### src/core/lmsc_pkg.sv
// package for the line mode and sensitivity configuration bank
package lmsc_pkg;

    // ----------------------------------------------------------------
    // register offsets and layout
    // ----------------------------------------------------------------
    localparam int unsigned NUM_REGS          = 7;
    localparam logic [7:0]  OFF_HAUL_LOW      = 8'h07;
    localparam logic [7:0]  OFF_SENSE_A_LOW   = 8'h08;
    localparam logic [7:0]  OFF_SENSE_B_LOW   = 8'h09;
    localparam logic [7:0]  OFF_SENSE_C_LOW   = 8'h0a;
    localparam logic [7:0]  OFF_HAUL_HIGH     = 8'h27;
    localparam logic [7:0]  OFF_SENSE_A_HIGH  = 8'h28;
    localparam logic [7:0]  OFF_SENSE_B_HIGH  = 8'h29;
    localparam logic [7:0]  REG_RESET         = 8'h00;
    localparam logic [7:0]  UNMAPPED_READ     = 8'h00;

    // field positions inside a sensitivity register
    localparam int unsigned ODD_CODE_LSB      = 0;
    localparam int unsigned ODD_RATIO_BIT     = 3;
    localparam int unsigned EVEN_CODE_LSB     = 4;
    localparam int unsigned EVEN_RATIO_BIT    = 7;

    // register indices
    localparam logic [2:0]  IDX_HAUL_LOW      = 3'h0;
    localparam logic [2:0]  IDX_SENSE_A_LOW   = 3'h1;
    localparam logic [2:0]  IDX_SENSE_B_LOW   = 3'h2;
    localparam logic [2:0]  IDX_SENSE_C_LOW   = 3'h3;
    localparam logic [2:0]  IDX_HAUL_HIGH     = 3'h4;
    localparam logic [2:0]  IDX_SENSE_A_HIGH  = 3'h5;
    localparam logic [2:0]  IDX_SENSE_B_HIGH  = 3'h6;

    // ----------------------------------------------------------------
    // master clock figures, kHz
    // ----------------------------------------------------------------
    localparam logic [14:0] KHZ_T1_BASE       = 15'h0608;  // 1544
    localparam logic [14:0] KHZ_E1_BASE       = 15'h0800;  // 2048

    // ----------------------------------------------------------------
    // types
    // ----------------------------------------------------------------
    typedef enum logic [1:0] {
        LMSC_MODE_T1     = 2'b00,
        LMSC_MODE_E1     = 2'b01,
        LMSC_MODE_EITHER = 2'b10
    } lmsc_mode_t;

    typedef struct packed {
        logic [7:0] addr;
        logic       wr;
        logic       rd;
        logic [7:0] wdata;
    } lmsc_req_t;

    typedef struct packed {
        logic [15:0] longHaul;
        logic [15:0] rxRatio1to1;
        logic [47:0] rxSensitivityCode;
    } lmsc_chan_t;

    typedef struct packed {
        logic        pllOn;
        logic        clockFamilySelect;
        logic [1:0]  clockPeriodSelect;
        logic        mclkIsE1Rate;
    } lmsc_clk_cfg_t;

    typedef struct packed {
        logic        pllActive;
        logic [14:0] mclkKhz;
        lmsc_mode_t  mode;
    } lmsc_clk_sel_t;

endpackage

### src/core/lmsc_config_bank.sv
// line mode, receive sensitivity and master clock selection bank
`timescale 1ns/100ps
// Function
// - pll on, family set: codes map to 1.544, 3.088, 6.176, 12.352 MHz
// - pll on, family clear: codes map to 2.048, 4.096, 8.192, 16.384 MHz
// - each haul bit enables long haul for its channel's transmitter
// - haul registers at 07h and 27h, eight bits, reset zero
// - set ratio bit selects 1:1 receive transformer for its channel
// - channels 1-6 and 9-12 each have a three bit sensitivity and monitor gain code
// - odd channel code bits 2-0, ratio bit 3; even bits 6-4, ratio 7
// - pairs 3-4, 5-6 follow 08h; upper copies at 28h and 29h
// - pll on bit enables the loop; clear applies master clock directly
// - family bit picks 1.544 or 2.048 MHz multiples with period select
module lmsc_config_bank
(
    // clock and reset
    input  wire logic                    sys_clk,
    input  wire logic                    reset_n,
    // host register port
    input  wire lmsc_pkg::lmsc_req_t     hostReq,
    output logic [7:0]                   hostRdData,
    output logic                         hostRdValid,
    // master clock control settings
    input  wire lmsc_pkg::lmsc_clk_cfg_t clkCfg,
    // decoded configuration
    output lmsc_pkg::lmsc_chan_t         chanCfg,
    output lmsc_pkg::lmsc_clk_sel_t      clkSel
);
    import lmsc_pkg::*;

    // ----------------------------------------------------------------
    // address decode
    // ----------------------------------------------------------------

    // maps an offset to a register index and a hit flag
    function automatic logic [3:0] decode_offset(input logic [7:0] off);
        logic [3:0] res;
        res = 4'h0;
        unique case (off)
            OFF_HAUL_LOW:     res = {1'b1, IDX_HAUL_LOW};
            OFF_SENSE_A_LOW:  res = {1'b1, IDX_SENSE_A_LOW};
            OFF_SENSE_B_LOW:  res = {1'b1, IDX_SENSE_B_LOW};
            OFF_SENSE_C_LOW:  res = {1'b1, IDX_SENSE_C_LOW};
            OFF_HAUL_HIGH:    res = {1'b1, IDX_HAUL_HIGH};
            OFF_SENSE_A_HIGH: res = {1'b1, IDX_SENSE_A_HIGH};
            OFF_SENSE_B_HIGH: res = {1'b1, IDX_SENSE_B_HIGH};
            default:          res = 4'h0;
        endcase
        return res;
    endfunction

    logic [3:0] decoded;
    logic       addrHit;
    logic [2:0] addrIdx;
    logic       writeHit;

    assign decoded  = decode_offset(hostReq.addr);
    assign addrHit  = decoded[3];
    assign addrIdx  = decoded[2:0];
    assign writeHit = hostReq.wr & addrHit;

    // ----------------------------------------------------------------
    // register storage
    // ----------------------------------------------------------------
    logic [7:0] regs_q [NUM_REGS];

    // one write-enabled byte per register; reads never touch the store
    genvar gi;
    generate
        for (gi = 0; gi < NUM_REGS; gi++)
        begin : g_reg
            always_ff @(posedge sys_clk or negedge reset_n)
            begin
                if (!reset_n)
                    regs_q[gi] <= REG_RESET;
                else if (writeHit && (addrIdx == 3'(gi)))
                    regs_q[gi] <= hostReq.wdata;
            end
        end
    endgenerate

    // ----------------------------------------------------------------
    // read path
    // ----------------------------------------------------------------
    logic [7:0] rdData_d;
    logic [7:0] rdData_q;
    logic       rdValid_q;

    assign rdData_d = addrHit ? regs_q[addrIdx] : UNMAPPED_READ;

    // read data registered one cycle after the read strobe
    always_ff @(posedge sys_clk or negedge reset_n)
    begin
        if (!reset_n)
        begin
            rdData_q  <= 8'h00;
            rdValid_q <= 1'b0;
        end
        else
        begin
            rdValid_q <= hostReq.rd;
            if (hostReq.rd)
                rdData_q <= rdData_d;
        end
    end

    assign hostRdData  = rdData_q;
    assign hostRdValid = rdValid_q;

    // ----------------------------------------------------------------
    // per-channel fields
    // ----------------------------------------------------------------
    logic [7:0] senseRegs [8];

    // sensitivity registers in channel-pair order; the fourth pair of each bank and the upper third pair
    // have no store in this bank and read as zero for channels 7-8 and 13-16
    assign senseRegs[0] = regs_q[IDX_SENSE_A_LOW];
    assign senseRegs[1] = regs_q[IDX_SENSE_B_LOW];
    assign senseRegs[2] = regs_q[IDX_SENSE_C_LOW];
    assign senseRegs[3] = 8'h00;
    assign senseRegs[4] = regs_q[IDX_SENSE_A_HIGH];
    assign senseRegs[5] = regs_q[IDX_SENSE_B_HIGH];
    assign senseRegs[6] = 8'h00;
    assign senseRegs[7] = 8'h00;

    // haul bit n drives channel n+1 (low) or n+9 (high)
    assign chanCfg.longHaul = {regs_q[IDX_HAUL_HIGH], regs_q[IDX_HAUL_LOW]};

    generate
        for (gi = 0; gi < 8; gi++)
        begin : g_pair
            // odd channel in low nibble, even channel in high nibble
            assign chanCfg.rxRatio1to1[2*gi]   = senseRegs[gi][ODD_RATIO_BIT];
            assign chanCfg.rxRatio1to1[2*gi+1] = senseRegs[gi][EVEN_RATIO_BIT];
            assign chanCfg.rxSensitivityCode[6*gi +: 3] =
                senseRegs[gi][ODD_CODE_LSB +: 3];
            assign chanCfg.rxSensitivityCode[6*gi+3 +: 3] =
                senseRegs[gi][EVEN_CODE_LSB +: 3];
        end
    endgenerate

    // ----------------------------------------------------------------
    // master clock selection decode
    // ----------------------------------------------------------------
    logic [14:0] familyBase;
    logic [14:0] pllKhz;
    logic [14:0] directKhz;

    assign familyBase = clkCfg.clockFamilySelect ? KHZ_T1_BASE : KHZ_E1_BASE;
    assign pllKhz     = familyBase << clkCfg.clockPeriodSelect;
    assign directKhz  = clkCfg.mclkIsE1Rate ? KHZ_E1_BASE : KHZ_T1_BASE;

    // with the loop off the period and family bits are ignored
    assign clkSel.pllActive = clkCfg.pllOn;
    assign clkSel.mclkKhz   = clkCfg.pllOn ? pllKhz : directKhz;
    assign clkSel.mode      = clkCfg.pllOn ? LMSC_MODE_EITHER :
                              (clkCfg.mclkIsE1Rate ? LMSC_MODE_E1 : LMSC_MODE_T1);
endmodule

### config.mk
export PLATFORM = sky130hd
export DESIGN_NAME = lmsc_config_bank
export DESIGN_NICKNAME = d
export VERILOG_FILES = /design/src/core/lmsc_pkg.sv /design/src/core/lmsc_config_bank.sv
export SDC_FILE = /design/constraint.sdc
export NUM_CORES = 1
export LEC_CHECK = 0
export BUFFER_PORTS_ARGS = -buffer_cell sky130_fd_sc_hd__buf_2
export CORE_MARGIN = 1
export CORE_UTILIZATION = 44
export DETAILED_ROUTE_END_ITERATION = 10
export PLACE_DENSITY = 0.76
export SLEW_MARGIN = 40
export SYNTH_ARGS = -nofsm -noshare
export SYNTH_HDL_FRONTEND = slang
export SYNTH_SLANG_ARGS = --single-unit
### constraint.sdc
create_clock -name sys_clk -period 1.2 [get_ports sys_clk]
set_input_delay 0.3 -clock sys_clk [delete_from_list [all_inputs] [get_ports sys_clk]]
set_output_delay 0.3 -clock sys_clk [all_outputs]
set_load 0.05 [all_outputs]
---- After elaboration in Yosys (flattened, before gate mapping) ----
Index checks and enable logic that the tools add are counted.
storage, ports and cells
  output and inout bits ................... 107
  register bits ........................... 65
  input port bits ......................... 25
cells by class
  magnitude comparators ................... 1
  shifts and indexed selects .............. 1
  multiplexer cells ....................... 10
  bitwise operators ....................... 2
  reductions and logical operators ........ 8
  equal/unequal tests ..................... 13
operators with widths
  cell                  count
  $pmux W4 S7           1
  $bmux W8 S3           1
  $eq A8 B4 Y1 const B  3
  $eq A8 B6 Y1 const B  3
  $mux W12              2
  $mux W8               3
  $mux W15              1
  $shl A12 B2 Y15       1
  $eq A3 B3 Y1 const B  3
  $eq A8 B3 Y1 const B  1
  $logic_and A1 B1 Y1   7
  $eq A3 B2 Y1 const B  2
  $ge A4 B4 Y1 const B  1
  $not A3 Y4            1
  $eq A3 B1 Y1 const B  1
  $logic_not A3 Y1      1
  $mux W2               1
  $and A1 B1 Y1         1
  $mux W1               1

---- Logic depth before layout (Yosys ltp) ----
  depth after elaboration ................. 7
  depth in mapped cells ................... 7

---- Least setup slack after synthesis ----
Ideal clock, no wire load.
  path kind ............................... input port to flip-flop
  start point ............................. input port hostReq[10] in the netlist's numbering
  end point ............................... register regs_q (netlist bit chanCfg[12])
  setup time .............................. 0.125 ns
  arrival time ............................ 1.790 ns
  path buffers ............................ 2
  data required time ...................... 1.075 ns
  stages on the path ...................... 6
  slack ................................... -0.715 ns
  cell sequence ........................... buf_6 or3b_1 or3b_1 buf_6 nor2_8 mux2_4
between the ends
  cells in the longest elaborated chain, start to end .. 4
  elaborated cells between the ends (all ways) .. 11
  classes of those cells .................. 8 x eq/ne; 1 x mux; 1 x bitwise; 1 x reduce/logical
ends and longest elaborated chain
  element                                        line                                            source
  start, declared                                lmsc_config_bank.sv:20                          input wire lmsc_pkg::lmsc_req_t hostReq,
  $eq A8 B6 Y1, or another cell as far along     lmsc_config_bank.sv:39                          unique case (off)
  $pmux W4 S7 *                                  lmsc_config_bank.sv:39
  $eq A3 B2 Y1 or $and A1 B1 Y1 (tied branches)  lmsc_config_bank.sv:76, lmsc_config_bank.sv:60
  $logic_and A1 B1 Y1 *                          lmsc_config_bank.sv:76                          else if (writeHit && (addrIdx == 3'(gi)))
  end signal, assigned by index                  lmsc_config_bank.sv:77                          regs_q[gi] <= hostReq.wdata;
  end, declared                                  lmsc_config_bank.sv:65                          logic [7:0] regs_q [NUM_REGS];
Every way passes the cells marked *; elsewhere a longest branch is shown, timed or not.
A chain may end at the register's enable or synchronous reset.

---- Final worst setup path ----
  start point ............................. input port hostReq[10] in the netlist's numbering
  end point ............................... register rdData_q[3] (netlist: hostRdData[3])
between the ends
  cells in the longest elaborated chain, start to end .. 7
  elaborated cells between the ends (all ways) .. 13
  classes of those cells .................. 7 x eq/ne; 5 x mux; 1 x bitwise
ends and longest elaborated chain
  element                                      line                     source
  $eq A8 B6 Y1, or another cell as far along   lmsc_config_bank.sv:39
  $pmux W4 S7 *                                lmsc_config_bank.sv:39
  $not A3 Y4 (implied by the code)             lmsc_config_bank.sv:89   assign rdData_d = addrHit ? regs_q[addrIdx] : UNMAPPED_READ;
  $bmux W8 S3                                  lmsc_config_bank.sv:89
  $mux W8 (implied by the code) (2 in series)  lmsc_config_bank.sv:89
  $mux W8 *                                    lmsc_config_bank.sv:89
  end signal, assigned                         lmsc_config_bank.sv:103  rdData_q <= rdData_d;
  end, declared                                lmsc_config_bank.sv:86   logic [7:0] rdData_q;
Every way passes the cells marked *; elsewhere a longest branch is shown, timed or not. The select of a mux whose other input is x is not followed.

==> impl_metrics.yaml <==
outcome:
  violations: "setup timing"
  status: "finished with violations"
route:
  met3_length_um: 768
  drt-initial-drc-count: 200
  vias_per_cell: 5.34
  highest_layer: "met4"
  vias: 3145
  drtAntennaViolNets: 0
  drt_wl_total_um: 11700
  wl_met2_um: 6220
  drt-pass1-iter-count: 5
  avgRoutedWirePerCell_um: 19.8
  drcViolationCount: 0
  wl_met1_um: 4380
clock_network:
  clockBufferDepth: 2
  numCtsBuffers: 9
  cts-root-buf: "clkbuf_8"
  cts.sinks: 65
  insertion_delay_ns: 0.36
  clk_pin_slew_ns: 0.07
  cts_tree: "built"
  ctsHtreeMaxLevel: 3
logic_synthesis:
  ys.flop_type: "dfrtp_1"
  netlist_top_cells_area: "dfrtp_1 48%, mux2_2 18%, buf_4 7.0%"
  ys_seq_area_share_pct: 47.6
  yosysWarnings: 0
  synth_top_cell_by_area: "dfrtp_1"
  synth_top_area_share_pct: 47.6
  yosysMostFrequentCell: "dfrtp_1"
  synthCells: 275
  synth_edf_count: 0
  synth_cell_types: 46
  avgSynthCellArea_um2: 12.4
  synth-seq-cells: 65
  synthTopCellsByCount: "65 x dfrtp_1, 56 x mux2_2, 32 x buf_4"
  synth_area_um2: 3420
  synthArstFlopShare_pct: 100
timing:
  report.final.slew_viol_count: 0
  clock-skew-final_ns: 0.00832
  final_hold_viol_count: 0
  fin_crit_ns: 1.57
  finalSetupViolations: 136
  worst_slack_ns: -0.372
  fmax_mhz: 636
  rsz0062_at_grt: "yes"
  period_share_pct: 131
global_routing:
  grt_pass1_vias: 3265
  grt_max_degree: 66
  grt_pass1_wl_um: 17900
  grt-ovfl-total: 0
  grt_antenna_before_repair: 0
  grtUsageTotal_pct: 29.3
setup_path:
  critPathRequiredTime_ns: 1.42
  r2r_start: "chanCfg[35]"
  crit_type: "input pin to flip-flop"
  reg2reg_depth: 4
  end_kind: "flip-flop"
  cp-start-kind: "input pin"
  worstReg2RegEnd: "hostRdData[6]"
  crit_fanout: 8
  regToRegSetupSlack_ns: -0.12
  worstPathArrival_ns: 1.79
placement:
  io_buffers: 102
  placed_cell_area_um2: 4480
  dp_hpwl_um: 6810
  gp_congestion: 0.868
  place_inst: 520
cells_and_area:
  finalInstanceArea_um2: 5920
  area_growth_pct: 73.1
  stdcell_count: 589
  drive_above_1_share_pct: 67.6
  layout.nets: 513
  num_antenna_cells: 0
  fill_cells: 371
floorplan:
  die_area_um2: 8130
  coreArea_um2: 7370
  pin_count: 132
  rows: 31
  fp.dieW_um: 90.1
  start_util_pct: 46.4
  die_h_um: 90.1
worst_hold_path:
  hold_class: "input pin to flip-flop"
  hp-start: "hostReq[8]"
  hold_end: "hostRdValid"
  whs_path_depth: 2
power_and_ir_drop:
  power_density_nw_per_um2: 1030
  p_leak_uw: 0.00301
  peakVddDrop_uv: 919
run:
  max-cap-violations: 0
per-layer routing:
metal / vias up / global-route usage [%]
li1: 1370 / -
met1: 1573 / 34.0
met2: 172 / 52.5
met3: 30 / 7.11
met4: 0 / 9.95
met5: - / 0
cell usage in the layout (no fill, tap or decap), types with 9 or more instances in the layout:
cell      synthesis  routed
buf_4            32      85
buf_6             2      80
dfrtp_1          65      65
mux2_2           56      47
conb_1            1      29
buf_8             0      21
mux2_4            8      17
buf_2             1      17
o22ai_1          14      10
clkbuf_8          0       9
cells by family after synthesis:
logic type | after synthesis | synth area share (%)
other cells | 1 | 0.110
flops | 65 | 47.6
compound gates | 50 | 10.8
fa+ha+maj | 3 | 1.10
buf+inv | 50 | 9.48
simple gates | 39 | 8.13
mux | 67 | 22.8
per-stage QoR:
step                      total power (uW)  hold WS (ns)  util [%]  setup WS [ns]  TNS [ns]
after floorplan                       3450       0.00441         -         -0.690    -26.88
after global placement                3780         0.338      60.8         -0.776    -42.39
after detailed placement              3800         0.341      60.8         -0.796    -43.64
after CTS                             6020         0.236      78.1         -0.336    -16.75
after global routing                  6310         0.253      80.3         -0.418    -22.00
final                                 6120         0.262      80.3         -0.372    -18.64
sequential cells by signal (all words and copies together), names as in the netlist:
signal,cells
chanCfg,56
hostRdData,8
hostRdValid,1
layout make-up:
class                   count  area [um2]  area share, %
clock buffers              10         128           2.16
clock inverters             6        67.6           1.14
inverters                  10        62.6           1.06
multi-input cells         188        1820           30.8
flip-flops and latches     65        1630           27.5
well taps                  99         124           2.09
repair buffers            211        2090           35.3
worst max-delay path, stage by stage:
cell	delay, ns
buf_6	0.09
or3b_4	0.39
or3b_4	0.45
buf_8	0.17
a2bb2oi_2	0.14
o211ai_1	0.10
o221ai_1	0.15
worst max-delay path by stage:
| stage | from | end | slack [ns] | cells after the start |
|---|---|---|---|---|
| final | hostReq[10] | hostRdData[3] | -0.37 | 7 |
| after global routing | hostReq[10] | hostRdData[5] | -0.42 | 7 |
| after CTS | hostReq[14] | chanCfg[69] | -0.34 | 7 |
| after detailed placement | hostReq[12] | hostRdData[5] | -0.80 | 7 |
| after global placement | hostReq[12] | hostRdData[1] | -0.78 | 7 |
| after floorplan | hostReq[10] | chanCfg[12] | -0.69 | 6 |
report_power, final:
part	switching [uW]	internal, uW	total (uW)
logic	1100	757	1860
registers	101	2290	2400
clock network	901	966	1870
total	2100	4020	6120
repair_timing:
action / 4_1_cts / 5_1_grt
endpoints found under the hold margin: 65 / 0
pin swaps: 27 / 15
gates resized for setup: 221 / 20
endpoints found under the setup margin: 140 / 139
hold buffers: 1 / 0
setup buffers: 40 / 13
(Power assumes the default switching activity.)
